## src/fmsr_consts.vh

```
`ifndef FMSR_CONSTS_VH
`define FMSR_CONSTS_VH
// register sub-addresses
`define FMSR_ADDR_RST_MASK   8'h09
`define FMSR_ADDR_IRQ_MASK_A 8'h0A
`define FMSR_ADDR_IRQ_MASK_B 8'h0B
`define FMSR_ADDR_PG_STAT    8'h0C
`define FMSR_ADDR_UV_STAT    8'h0D
`define FMSR_ADDR_HEAT       8'h0E
`define FMSR_ADDR_GLOBAL     8'h0F
// reset values
`define FMSR_RST_MASK_INIT   8'hFF
`define FMSR_IRQ_MASK_INIT   8'h00
`define FMSR_GLOBAL_INIT     8'h00
// global control field positions
`define FMSR_G_CYCLE_ALL     7
`define FMSR_G_THR_HI        6
`define FMSR_G_THR_LO        5
`define FMSR_G_IGNORE_EN     4
`define FMSR_G_PULLDOWN      3
`define FMSR_G_SLOW_SLEW     2
`define FMSR_G_SAMPLE_TEMP   1
// heat threshold selections
`define FMSR_THR_OFF         2'h0
`define FMSR_THR_140         2'h1
`define FMSR_THR_125         2'h2
`define FMSR_THR_110         2'h3
`define FMSR_DEG_140         7'h46
`define FMSR_DEG_125         7'h3E
`define FMSR_DEG_110         7'h37
// timing: power-cycle interval
`define FMSR_CLK_HZ          10000000
`define FMSR_CYCLE_MS        1000
`define FMSR_CYCLE_CLKS      ((`FMSR_CLK_HZ / 1000) * `FMSR_CYCLE_MS)
`endif

```

## src/fmsr_fault_latch.v

```verilog
`include "fmsr_consts.vh"
// per-channel latching of a fault into a status bit
module fmsr_fault_latch (
  // clock and reset
  input  wire       sys_clk_in,
  input  wire       rst_b_in,
  // live condition and controls
  input  wire [7:0] live_in,
  input  wire [7:0] mask_in,
  input  wire       clear_in,
  // status as read
  output wire [7:0] status_out,
  output wire       event_out
);
  reg  [7:0] held_reg;
  wire [7:0] fault_w;
  // a fault is an active-low condition bit, so capture the lows
  assign fault_w = ~live_in;
  genvar ch;
  generate
    for (ch = 0; ch < 8; ch = ch + 1) begin : g_ch
      // set wins over clear so an event at clear time is not lost
      always @(posedge sys_clk_in) begin
        if (!rst_b_in) begin
          held_reg[ch] <= 1'b0;
        end else if (mask_in[ch] && fault_w[ch]) begin
          held_reg[ch] <= 1'b1;
        end else if (clear_in) begin
          held_reg[ch] <= 1'b0;
        end
      end
      // masked-on channels read latched, masked-off read live
      assign status_out[ch] = mask_in[ch] ? ~held_reg[ch] : live_in[ch];
    end
  endgenerate
  assign event_out = |held_reg;
endmodule

```

## src/fmsr_regs.v

```verilog
`include "fmsr_consts.vh"
// How it works
// - reset mask at 09h, bit per channel, set lets power-good fault pull reset
// - reset mask resets to FFh
// - two interrupt masks at 0Ah and 0Bh, same layout, reset 00h
// - reset or interrupt output driven low on an enabled fault
// - status 0Ch reports power-good per channel
// - status 0Dh reports input undervoltage per channel
// - status bits latched when an interrupt is raised
// - masked-off channels read live unlatched condition
// - 0Eh bit7 latched heat alarm, bits 6:0 temperature reading
// - clear-interrupt command clears latched status
// - power-good bit reads 0 when output over 7.5% low
// - undervoltage bit reads 0 above threshold, 1 below
// - status registers are read-only, writes ignored
// - global bit7 powers all converters down 1 s then self-clears
// - global bits 6:5 pick heat threshold: off, 140, 125, 110
// - global bit4 makes device ignore enable pins
// - global bit3 pulls shut-down phase nodes to ground
// - global bit2 selects slower phase node slew
// - global bit1 starts temperature sample, self-clears when done
// - global control resets to all zeros
module fmsr_regs #(
  parameter CYCLE_CLKS = `FMSR_CYCLE_CLKS
) (
  // clock and reset
  input  wire       sys_clk_in,
  input  wire       rst_b_in,
  // register access from the serial engine
  input  wire [7:0] reg_addr_in,
  input  wire [7:0] reg_wdata_in,
  input  wire       reg_wr_in,
  input  wire       reg_rd_in,
  input  wire       clear_interrupt_cmd_in,
  output reg  [7:0] reg_rdata_out,
  // analog conditions, per channel
  input  wire [7:0] power_good_in,
  input  wire [7:0] input_undervoltage_in,
  input  wire [7:0] enable_pin_in,
  // temperature converter
  input  wire [6:0] temp_code_in,
  input  wire       temp_done_in,
  output wire       temp_sample_out,
  // converter controls
  output reg  [7:0] converter_on_out,
  output wire       phase_node_pulldown_out,
  output wire       phase_node_slow_slew_out,
  // fault pins, active low
  output reg        fault_reset_b_out,
  output reg        fault_irq_b_out
);
  reg  [7:0]  rst_mask_reg;
  reg  [7:0]  irq_mask_a_reg;
  reg  [7:0]  irq_mask_b_reg;
  reg  [7:0]  global_reg;
  reg  [7:0]  global_next;
  reg  [6:0]  temp_reg;
  reg         heat_alarm_reg;
  reg  [31:0] cycle_cnt_reg;
  reg  [6:0]  limit_w;
  wire [7:0]  irq_mask_w;
  wire [7:0]  pg_status_w;
  wire [7:0]  uv_status_w;
  wire [7:0]  uv_mask_live_w;
  wire        pg_event_w;
  wire        uv_event_w;
  wire        over_w;
  wire        wr_global_w;
  wire        cycle_done_w;

  // both interrupt masks gate the same channel faults
  assign irq_mask_w = irq_mask_a_reg | irq_mask_b_reg;

  // power-good: low means output more than 7.5% under target
  fmsr_fault_latch u_pg_latch (
    .sys_clk_in (sys_clk_in),
    .rst_b_in   (rst_b_in),
    .live_in    (power_good_in),
    .mask_in    (irq_mask_w),
    .clear_in   (clear_interrupt_cmd_in),
    .status_out (pg_status_w),
    .event_out  (pg_event_w)
  );

  // undervoltage reads 1 when below threshold; latch polarity is inverted
  assign uv_mask_live_w = ~input_undervoltage_in;
  wire [7:0] uv_lat_w;
  fmsr_fault_latch u_uv_latch (
    .sys_clk_in (sys_clk_in),
    .rst_b_in   (rst_b_in),
    .live_in    (uv_mask_live_w),
    .mask_in    (irq_mask_w),
    .clear_in   (clear_interrupt_cmd_in),
    .status_out (uv_lat_w),
    .event_out  (uv_event_w)
  );
  assign uv_status_w = ~uv_lat_w;

  // writable registers; status addresses fall through untouched
  always @(posedge sys_clk_in) begin
    if (!rst_b_in) begin
      rst_mask_reg   <= `FMSR_RST_MASK_INIT;
      irq_mask_a_reg <= `FMSR_IRQ_MASK_INIT;
      irq_mask_b_reg <= `FMSR_IRQ_MASK_INIT;
    end else if (reg_wr_in) begin
      case (reg_addr_in)
        `FMSR_ADDR_RST_MASK:   rst_mask_reg   <= reg_wdata_in;
        `FMSR_ADDR_IRQ_MASK_A: irq_mask_a_reg <= reg_wdata_in;
        `FMSR_ADDR_IRQ_MASK_B: irq_mask_b_reg <= reg_wdata_in;
        default: ;
      endcase
    end
  end

  // global control with self-clearing command bits
  assign wr_global_w  = reg_wr_in && (reg_addr_in == `FMSR_ADDR_GLOBAL);
  assign cycle_done_w = (cycle_cnt_reg == CYCLE_CLKS - 1);
  always @* begin
    global_next = global_reg;
    if (wr_global_w) begin
      // bit0 has no function; kept zero regardless of what the host sends
      global_next = {reg_wdata_in[7:1], 1'b0};
      // a running power cycle cannot be cut short by rewriting the bit
      if (global_reg[`FMSR_G_CYCLE_ALL]) begin
        global_next[`FMSR_G_CYCLE_ALL] = 1'b1;
      end
      if (global_reg[`FMSR_G_SAMPLE_TEMP]) begin
        global_next[`FMSR_G_SAMPLE_TEMP] = 1'b1;
      end
    end
    if (global_reg[`FMSR_G_CYCLE_ALL] && cycle_done_w) begin
      global_next[`FMSR_G_CYCLE_ALL] = 1'b0;
    end
    if (global_reg[`FMSR_G_SAMPLE_TEMP] && temp_done_in) begin
      global_next[`FMSR_G_SAMPLE_TEMP] = 1'b0;
    end
  end

  always @(posedge sys_clk_in) begin
    if (!rst_b_in) begin
      global_reg <= `FMSR_GLOBAL_INIT;
    end else begin
      global_reg <= global_next;
    end
  end

  // one-second power-down counter on the device clock
  always @(posedge sys_clk_in) begin
    if (!rst_b_in) begin
      cycle_cnt_reg <= 32'h00000000;
    end else if (global_reg[`FMSR_G_CYCLE_ALL] && !cycle_done_w) begin
      cycle_cnt_reg <= cycle_cnt_reg + 32'h00000001;
    end else begin
      cycle_cnt_reg <= 32'h00000000;
    end
  end

  // threshold decode in converter code units, half the degree figure (140 -> 46h)
  always @* begin
    case (global_reg[`FMSR_G_THR_HI:`FMSR_G_THR_LO])
      `FMSR_THR_140: limit_w = `FMSR_DEG_140;
      `FMSR_THR_125: limit_w = `FMSR_DEG_125;
      `FMSR_THR_110: limit_w = `FMSR_DEG_110;
      default:       limit_w = 7'h7F;
    endcase
  end
  assign over_w = (global_reg[`FMSR_G_THR_HI:`FMSR_G_THR_LO] != `FMSR_THR_OFF) &&
                  (temp_reg >= limit_w);

  // temperature reading and latched heat alarm
  always @(posedge sys_clk_in) begin
    if (!rst_b_in) begin
      temp_reg       <= 7'h00;
      heat_alarm_reg <= 1'b0;
    end else begin
      if (global_reg[`FMSR_G_SAMPLE_TEMP] && temp_done_in) begin
        temp_reg <= temp_code_in;
      end
      if (over_w) begin
        heat_alarm_reg <= 1'b1;
      end else if (clear_interrupt_cmd_in) begin
        heat_alarm_reg <= 1'b0;
      end
    end
  end

  // read mux; unknown addresses return zero
  always @(posedge sys_clk_in) begin
    if (!rst_b_in) begin
      reg_rdata_out <= 8'h00;
    end else if (reg_rd_in) begin
      case (reg_addr_in)
        `FMSR_ADDR_RST_MASK:   reg_rdata_out <= rst_mask_reg;
        `FMSR_ADDR_IRQ_MASK_A: reg_rdata_out <= irq_mask_a_reg;
        `FMSR_ADDR_IRQ_MASK_B: reg_rdata_out <= irq_mask_b_reg;
        `FMSR_ADDR_PG_STAT:    reg_rdata_out <= pg_status_w;
        `FMSR_ADDR_UV_STAT:    reg_rdata_out <= uv_status_w;
        `FMSR_ADDR_HEAT:       reg_rdata_out <= {heat_alarm_reg, temp_reg};
        `FMSR_ADDR_GLOBAL:     reg_rdata_out <= global_reg;
        default:               reg_rdata_out <= 8'h00;
      endcase
    end
  end

  // fault pins: reset follows live power-good through its mask,
  // interrupt follows any latched event
  always @(posedge sys_clk_in) begin
    if (!rst_b_in) begin
      fault_reset_b_out <= 1'b1;
      fault_irq_b_out   <= 1'b1;
    end else begin
      fault_reset_b_out <= ~|(rst_mask_reg & ~power_good_in);
      fault_irq_b_out   <= ~(pg_event_w | uv_event_w | heat_alarm_reg);
    end
  end

  // converter enables: pins are ignored when overridden; cycle-all forces off
  always @(posedge sys_clk_in) begin
    if (!rst_b_in) begin
      converter_on_out <= 8'h00;
    end else if (global_reg[`FMSR_G_CYCLE_ALL]) begin
      converter_on_out <= 8'h00;
    end else if (global_reg[`FMSR_G_IGNORE_EN]) begin
      converter_on_out <= 8'h00;
    end else begin
      converter_on_out <= enable_pin_in;
    end
  end

  assign phase_node_pulldown_out  = global_reg[`FMSR_G_PULLDOWN];
  assign phase_node_slow_slew_out = global_reg[`FMSR_G_SLOW_SLEW];
  assign temp_sample_out          = global_reg[`FMSR_G_SAMPLE_TEMP];
endmodule

```

## config.mk

```make
export PLATFORM = sky130hd
export DESIGN_NAME = fmsr_regs
export DESIGN_NICKNAME = d
export VERILOG_FILES = /design/src/fmsr_fault_latch.v /design/src/fmsr_regs.v
export VERILOG_INCLUDE_DIRS = /design/src
export SDC_FILE = /design/constraint.sdc
export NUM_CORES = 1
export LEC_CHECK = 0
export ABC_CLOCK_PERIOD_IN_PS = 2600
export BUFFER_PORTS_ARGS = -buffer_cell sky130_fd_sc_hd__buf_2
export CAP_MARGIN = 0
export CORE_MARGIN = 2
export CORE_UTILIZATION = 64
export CTS_BUF_LIST = sky130_fd_sc_hd__clkbuf_4
export CTS_CLUSTER_SIZE = 10
export DETAILED_ROUTE_END_ITERATION = 10
export PLACE_DENSITY = 0.95
export SYNTH_ARGS = -nofsm -noshare
export SYNTH_HDL_FRONTEND = slang
export SYNTH_SLANG_ARGS = --single-unit
```

## constraint.sdc

```tcl
create_clock -name sys_clk_in -period 2.6 [get_ports sys_clk_in]
set_input_delay 0.13 -clock sys_clk_in [delete_from_list [all_inputs] [get_ports sys_clk_in]]
set_output_delay 0.13 -clock sys_clk_in [all_outputs]
set_load 0.03 [all_outputs]
```

Word-level counts from Yosys, hierarchy flattened
Cells that the tools add are included.
- memory bits (read-only): 0
- memory bits (writable): 0
- memories: 0
- logic and storage cells: 157
- output and inout port bits: 21
- input port bits: 53
- bits in latches: 0
- register bits: 105
- divide/modulo/power cells: 0
- shift operators: 0
- reductions and logical operators: 51
- multiplexer cells: 38
- eq/ne operators: 11
- $lt $le $gt $ge: 1
- bitwise gates (word level): 26
- $add $sub $neg: 1
- multipliers: 0
- operator list (cell ; number):
    $eq A8 B4 Y1 const B ; 7
    $pmux W8 S7 ; 1
    $mux W1 ; 36
    $reduce_bool A2 Y1 ; 18
    $add A32 B1 Y32 const B ; 1
    $eq A32 B24 Y1 const B ; 1
    $not A8 Y8 ; 4
    $reduce_or A8 Y1 ; 3
    $logic_and A1 B1 Y1 ; 21
    $pmux W7 S3 ; 1
    $not A1 Y1 ; 18
    $and A8 B8 Y8 ; 1
    $or A8 B8 Y8 ; 1
    $reduce_and A2 Y1 ; 4
    $ge A7 B7 Y1 ; 1
    $eq A2 B2 Y1 const B ; 2
    $reduce_or A2 Y1 ; 2
    $reduce_or A3 Y1 ; 1
    $eq A2 B1 Y1 const B ; 1
    $logic_not A1 Y1 ; 2
    $or A1 B1 Y1 ; 2

Longest topological paths before layout
Gate-level depths: netlist of run 1.
- word-level depth: 5
- mapped depth: 9
- gate-level depth less buffers: 9

Cells and area by module
Synthesis of run 1 repeated with hierarchy kept, for this count alone.
- cell total of the unflattened synthesis: 627
- area total of the unflattened synthesis: 5441.5 um2
- modules (own cells, without submodules) (module ; times used ; cells an instance ; sequential area each (um2) ; area an instance (um2)):
    fmsr_regs ; 1 ; 525 ; 1781.7 ; 4548.1
    fmsr_fault_latch ; 2 ; 51 ; 160.2 ; 446.7

Worst setup path after synthesis of run 1
OpenSTA, ideal clock, no wires.
- kind: reg2reg
- start point: reg global_reg[6]
- end point: reg heat_alarm_reg
- buffers on the path: 0
- data arrival time: 1.579 ns
- cell stages (with the launch flop): 10
- setup time: 0.121 ns
- data required time: 2.479 ns
- path slack: 0.900 ns
- period minus slack after synthesis: 1.700 ns
- cell sequence: dfxtp_1 > inv_1 > ha_1 > inv_1 > ha_1 > nand2b_1 > a41oi_1 > o21ai_0 > a21oi_1 > o21ai_0
- longest elaborated chain between the ends: 5
- elaborated cells on any way between the ends: 9
- those cells by class: order compare (1); eq/ne (3); mux (2); reduce/logical (3)
- RTL lines (what ; line ; text):
    from (decl) ; fmsr_regs.v:55 ; reg [7:0] global_reg;
    from (signal assigned) ; fmsr_regs.v:141 ; global_reg <= `FMSR_GLOBAL_INIT;
    from (signal assigned) ; fmsr_regs.v:143 ; global_reg <= global_next;
    $eq A2 B2 Y1 or $eq A2 B1 Y1 (tied branches) ; fmsr_regs.v:160 ; case (global_reg[`FMSR_G_THR_HI:`FMSR_G_THR_LO])
    $pmux W7 S3 ; fmsr_regs.v:160 ;
    $ge A7 B7 Y1 ; fmsr_regs.v:168 ; (temp_reg >= limit_w);
    $logic_and A1 B1 Y1 * ; fmsr_regs.v:167 ; assign over_w = (global_reg[`FMSR_G_THR_HI:`FMSR_G_THR_LO] != `FMSR_THR_OFF) &&
    $mux W1 or $reduce_bool A2 Y1 (tied branches) ; n/a ;
    to (signal assigned) ; fmsr_regs.v:174 ; heat_alarm_reg <= 1'b0;
    to (signal assigned) ; fmsr_regs.v:180 ; heat_alarm_reg <= 1'b1;
    to (signal assigned) ; fmsr_regs.v:182 ; heat_alarm_reg <= 1'b0;
    to (decl) ; fmsr_regs.v:58 ; reg heat_alarm_reg;
Every way passes the cells marked *; elsewhere a longest branch is shown, timed or not.
A chain may end at the register's enable or synchronous reset.

Worst setup path in the final report of run 1
Ends and elaborated chain as after synthesis.

==> qor.yml, run 1 <==
synth:
  yosys_warnings: 0
  synthesis.nets: 654
  synth_edf_count: 0
  seq_area_frac_synth_pct: 40.8
  ys_ff_latch: 105
  synth_area_leaders: "dfxtp_1 (41%), mux2i_1 (8.2%), nor2b_1 (3.8%)"
  synth_top_area_cell: "dfxtp_1"
  syn_inst: 591
  synthTopCellsByCount: "dfxtp_1 (105), nor2_1 (44), mux2i_1 (42)"
  yosysMostFrequentCell: "dfxtp_1"
  avgSynthCellArea_um2: 8.71
  yosys_most_used_dff: "dfxtp_1"
  yosysTopAreaCellShare_pct: 40.8
  syn_area_mm2: 0.00515
  async_reset_ff_share_pct: 0
  yosysUniqueCellTypes: 60
timing:
  finalHoldViolCount: 0
  fin_skew_ps: 16.7
  rsz0062_at_grt: "no"
  setup_viol: 0
  worstMarginPinSlew_ps: 771
  fin_tns_setup_ps: 0
  slew_viol_final: 0
  min_period_ps: 2020
  fin_ws_ps: 581
  clock.fmax_ghz: 0.495
  slew_headroom_pct: 48.5
  period_share_pct: 77.6
run:
  cap_violations: 0
routing:
  drt_iter0_markers: 365
  vias_per_cell: 6.17
  drt_first_pass_iters: 5
  ant_nets: 0
  routed_wl_um: 13600
  remaining_drc_errors: 0
  vias: 4909
  wire_per_inst_um: 17.1
clock_network:
  cts.clk_slew.worst_paths_ps: 150
  cts_buffers: 9
  clock-sinks: 105
  htree_levels: 3
  insertion_delay_ps: 470
  cts-root-buf: "clkbuf_4"
  ctsResizeCount: 0
  cts_tree: "done"
  cts_setup_buffers: 0
  cts.path.max_buffers: 2
grt:
  grt_start_max_net_pins: 65
  grt_usage_pct: 32.1
  grt_remaining_overflow: 0
  antenna_found_initial: 0
  grt_pass1_vias: 4771
  grt_pass1_wl_um: 22400
finish:
  layout-drive-gt1-share_pct: 15.4
  syn2layout_area_growth_pct: 18.6
  nets: 752
  final_area_mm2: 0.00611
  antenna_cells: 0
  largest_register_ffs: 32
  final_util_pct: 78.7
placed_design:
  pre_cts_ws_ps: 511
  hpwl_um: 9250
  place_area_mm2: 0.00556
  place.gp.congestion: 0.880
  io_buffer_count: 73
critical_path:
  worstPathRequired_ps: 2960
  worstPathMaxFanout: 5
  cp.arrival_ps: 2380
  cp-end-kind: "flop"
  crit_type: "flop to flop"
  start_kind: "flop"
min_path:
  hold_class: "input port to flop"
power_and_ir_drop:
  power.density_mw_per_mm2: 472
  p_leak_nw: 2.58
  ir_drop_mv: 0.509
floorplanning:
  pin_count: 74
  die_width_um: 93.7
  core_area_mm2: 0.00777
  die_h_um: 93.7
  dieArea_mm2: 0.00878
  start_util_pct: 66.3
  core.rowCount: 32
outcome:
  outcome: "complete, no violations"
==> path summary, 6_finish.rpt <==
path,start,to,slack [ps],cells past startpoint
worst max-delay path,global_reg[6]$_SDFFE_PN0P_,heat_alarm_reg$_SDFFE_PN0P_,580,9
worst max register to register,global_reg[6]$_SDFFE_PN0P_,heat_alarm_reg$_SDFFE_PN0P_,580,9
worst min register to register,cycle_cnt_reg[0]$_SDFF_PN0_,cycle_cnt_reg[0]$_SDFF_PN0_,470,1
worst min-delay path,temp_done_in,temp_reg[1]$_SDFFE_PN0P_,20,3
==> cells by family (layout without fill, tap and decap cells) <==
kind of cell / Yosys count / after routing / share of synthesized area [%]
AND/OR/NAND/NOR: 241 / 241 / 25.9
flip-flops: 105 / 105 / 40.8
multiplexers: 44 / 44 / 8.60
buffers and inverters: 56 / 159 / 4.42
AO/OA/AOI/OAI: 112 / 112 / 14.0
adder cells (fa/ha/maj): 10 / 10 / 2.43
XOR/XNOR: 23 / 23 / 3.91
==> timing repair <==
action / in CTS / in global routing
hold endpoints to repair: 51 / 1
endpoints found under the setup margin: 0 / 0
hold buffers: 36 / 1
==> cell type report <==
class                           instances  area (um2)
Sequential cell                       105        2100
Clock buffer                           10        75.1
Clock inverter                          6         106
Tap cell                              102         128
Timing Repair Buffer                  115         773
Inverter                               28         105
Fill cell                             501        1660
Multi-Input combinational cell        430        2820
==> per-layer routing <==
layer / global-route usage, % / wire (um) / part of all wire (%)
met5: 0 / 0 / 0
met4: 12.9 / 510 / 3.7
met3: 7.62 / 1230 / 9.0
met2: 54.8 / 6680 / 49
met1: 38.9 / 5220 / 38
==> worst max-delay path, stage by stage, from the launching register on <==
cell	delay, ps
dfxtp_1	490
inv_1	130
ha_1	290
inv_1	40
ha_1	250
nand2b_1	140
a41oi_1	190
o21ai_0	110
a21oi_1	180
o21ai_0	90
==> layout by cell type, fill, tap and decap left out, types with 17 or more instances in the layout <==
cell / instances
dlygate4sd3_1: 37
inv_1: 28
o21ai_0: 27
nand2_1: 39
a21oi_1: 21
nor2_1: 44
mux2i_1: 42
and2_1: 21
dfxtp_1: 105
xor2_1: 17
nand3_1: 30
buf_2: 73
nor2b_1: 31
==> metrics by stage <==
| stage | instances | hold slack, ps | total power [mW] |
|---|---|---|---|
| 6_report | 796 | 17.6 | 2.88 |
| 5_1_grt | 796 | 3.05 | 2.97 |
| 4_1_cts | 795 | 1.26 | 2.88 |
| 3_5_place_dp | 743 | 334 | 1.85 |
| 3_3_place_gp | 743 | 334 | 1.85 |
| 2_1_floorplan | 591 | 252 | 1.77 |
==> power by group <==
group | total (mW) | internal [mW] | switching (mW) | leakage (nW)
Clock | 1.02 | 0.493 | 0.525 | 0.0940
Combinational | 0.243 | 0.112 | 0.130 | 1.63
Sequential | 1.62 | 1.62 | 0.00330 | 0.849
(Power assumes the default switching activity.)
==> run 2, diff against run 1 <==
--- a/config.mk
+++ b/config.mk
@@ -6,15 +6,15 @@
 export SDC_FILE = /design/constraint.sdc
 export NUM_CORES = 1
 export LEC_CHECK = 0
-export ABC_CLOCK_PERIOD_IN_PS = 2600
+export ABC_CLOCK_PERIOD_IN_PS = 2100
 export BUFFER_PORTS_ARGS = -buffer_cell sky130_fd_sc_hd__buf_2
 export CAP_MARGIN = 0
 export CORE_MARGIN = 2
-export CORE_UTILIZATION = 64
+export CORE_UTILIZATION = 59
 export CTS_BUF_LIST = sky130_fd_sc_hd__clkbuf_4
 export CTS_CLUSTER_SIZE = 10
 export DETAILED_ROUTE_END_ITERATION = 10
-export PLACE_DENSITY = 0.95
+export PLACE_DENSITY = 0.89
 export SYNTH_ARGS = -nofsm -noshare
 export SYNTH_HDL_FRONTEND = slang
 export SYNTH_SLANG_ARGS = --single-unit
==> constraint.sdc (replaced) <==
create_clock -name sys_clk_in -period 2.1 [get_ports sys_clk_in]
set_input_delay 0.105 -clock sys_clk_in [delete_from_list [all_inputs] [get_ports sys_clk_in]]
set_output_delay 0.105 -clock sys_clk_in [all_outputs]
set_load 0.03 [all_outputs]
==> run 2 against run 1 <==
  * Combinational power is 28% higher
  * Routed wire length rose by 2.3%
  * Critical endpoint unchanged
  * Design area is 2.2% higher
  * Non-clock buffer count up 17
  * Sequential power up 24%
  * Clock power increased by 6%
  * Sequential share of layout area fell by 0.74 points
==> qor.yml, run 2 (same netlist as run 1, synthesis figures left out) <==
floorplanning:
  core.rowCount: 34  # +6.3%
  start_util_pct: 59.9  # -6.4 points
  pin_count: 74  # unchanged
  die_width_um: 97.4  # +4.0%
  dieArea_mm2: 0.00949  # +8.1%
  die_h_um: 97.4  # +4.0%
  core_area_mm2: 0.00859  # +11%
power_and_ir_drop:
  p_int_mw: 2.53  # +14%
  p_leak_nw: 2.62  # +1.8%
  ir_drop_mv: 0.405  # -20%
  p_sw_share_pct: 25.6  # +2.8 points
  power.switching_mw: 0.871  # +32%
  power.density_mw_per_mm2: 544  # +15%
  seqPwrFrac_pct: 59.2  # +2.9 points
  pwr-share-clk_pct: 31.7  # -3.6 points
  pwr-share-comb_pct: 9.2  # +0.8 points
timing:
  worstMarginPinSlew_ps: 713  # -58.2 ps
  setup_viol: 0  # unchanged
  slew_headroom_pct: 52.4  # +3.9 points
  min_period_ps: 1970  # -52.4 ps
  period_share_pct: 93.6  # +16 points
  rsz0062_at_grt: "no"
  fin_tns_setup_ps: 0  # unchanged
  fin_skew_ps: 18.0  # +1.25 ps
  slew_viol_final: 0  # unchanged
  finalHoldViolCount: 0  # unchanged
  clock.fmax_ghz: 0.509  # +2.7%
clock_network:
  cts.path.max_buffers: 2  # unchanged
  clock-sinks: 105  # unchanged
  insertion_delay_ps: 460  # about the same
  cts_setup_buffers: 0  # unchanged
  ctsResizeCount: 0  # unchanged
  cts_buffers: 9  # unchanged
  cts-root-buf: "clkbuf_4"
  cts.clk_slew.worst_paths_ps: 160  # about the same
  ctsHoldBuffers: 47  # +31%
  htree_levels: 3  # unchanged
  cts_tree: "done"
placed_design:
  hpwl_um: 9330  # +0.94%
  place.gp.congestion: 0.909  # +3.3%
  io_buffer_count: 73  # unchanged
  place_area_mm2: 0.00563  # +1.3%
run:
  cap_violations: 0  # unchanged
finish:
  layout-drive-gt1-share_pct: 16.2  # +0.76 points
  largest_register_ffs: 32  # unchanged
  syn2layout_area_growth_pct: 21.3
  antenna_cells: 0  # unchanged
  final_area_mm2: 0.00624  # +2.2%
  nets: 769  # +2.3%
  final_common_cell: "dfxtp_1"
  final_cell_mix: "dfxtp_1 (105), buf_2 (73), dlygate4sd3_1 (47)"
routing:
  drt_first_pass_iters: 5  # unchanged
  drt_iter0_markers: 280  # -23%
  vias: 4927  # +0.37%
  wire_per_inst_um: 17.0  # -0.53%
  routed_wl_um: 14000  # +2.3%
  remaining_drc_errors: 0  # unchanged
  vias_per_cell: 6.02  # -2.5%
  ant_nets: 0  # unchanged
grt:
  grt_pass1_wl_um: 22500  # +0.16%
  grt_start_max_net_pins: 41  # -37%
  grt_usage_pct: 29.2  # -3.0 points
  grt_pass1_vias: 4752  # -0.40%
  antenna_found_initial: 0  # unchanged
  grt_remaining_overflow: 0  # unchanged
min_path:
  hold_class: "input port to flop"
critical_path:
  worstPathRequired_ps: 2450  # -510 ps
  cp.arrival_ps: 2310  # -70 ps
  crit_type: "flop to flop"
  start_kind: "flop"
  cp-end-kind: "flop"
  worstPathMaxFanout: 5  # unchanged
outcome:
  outcome: "complete, no violations"
[run 2: changes by cell type in the layout (fill, tap and decap cells not counted), sizes merged]
cell and delta:
dlygate4sd3 +10, clkinvlp +1, inv +3, clkbuf -1, bufinv -2, buf +7, clkinv -1
[run 2: path summary, 6_finish.rpt]
path	cells after the start	endpoint	from	slack (ps)
min	2	rst_mask_reg[1]$_SDFFE_PN1P_	rst_b_in	20
min reg2reg	1	cycle_cnt_reg[0]$_SDFF_PN0_	cycle_cnt_reg[0]$_SDFF_PN0_	460
max reg2reg	9	heat_alarm_reg$_SDFFE_PN0P_	global_reg[6]$_SDFFE_PN0P_	130
max	9	heat_alarm_reg$_SDFFE_PN0P_	global_reg[6]$_SDFFE_PN0P_	130
[run 2: layout make-up]
cell class	instances	area, um2
clock buffer	9	67.6
clock inverter	7	76.3
fill	624	2350
inverter	28	105
multi-input combinational	430	2820
sequential	105	2100
tap	108	135
timing repair buffer	132	938
[run 2: routing by layer]
layer  track usage, %  routed length [um]  vias up
met1             33.8                5500     2310
met4             12.2                 472        0
li1                 -                   -     2328
met2             52.8                7010      243
met3             4.89                 975       46
met5                0                   0        -
[run 2: worst max-delay path, cell delays in order, from the launching register on]
cell and delay, ps:
dfxtp_1 430, inv_1 110, ha_1 290, inv_1 50, ha_1 260, nand2b_1 140, a41oi_1 210, o21ai_0 130
a21oi_1 150, o21ai_0 80
[run 2: power groups by stage]
stage                     registers [mW]  logic (mW)  clock network, mW
after floorplan                     2.07       0.116                  0
after global placement              2.05       0.241                  0
after detailed placement            2.05       0.246                  0
after CTS                           2.01       0.303               1.08
after global routing                2.01       0.333               1.19
final                               2.01       0.312               1.08
[run 2: stage by stage]
stage	setup WS, ps	hold WS (ps)	std cells	utilization, %	power, mW
3_5_place_dp	199	313	756	65.5	2.30
4_1_cts	160	2.66	819	72.7	3.40
6_report	134	21.2	819	72.7	3.40
2_1_floorplan	400	227	591	-	2.19
3_3_place_gp	343	309	756	65.5	2.29
5_1_grt	48.8	17.1	819	72.7	3.53
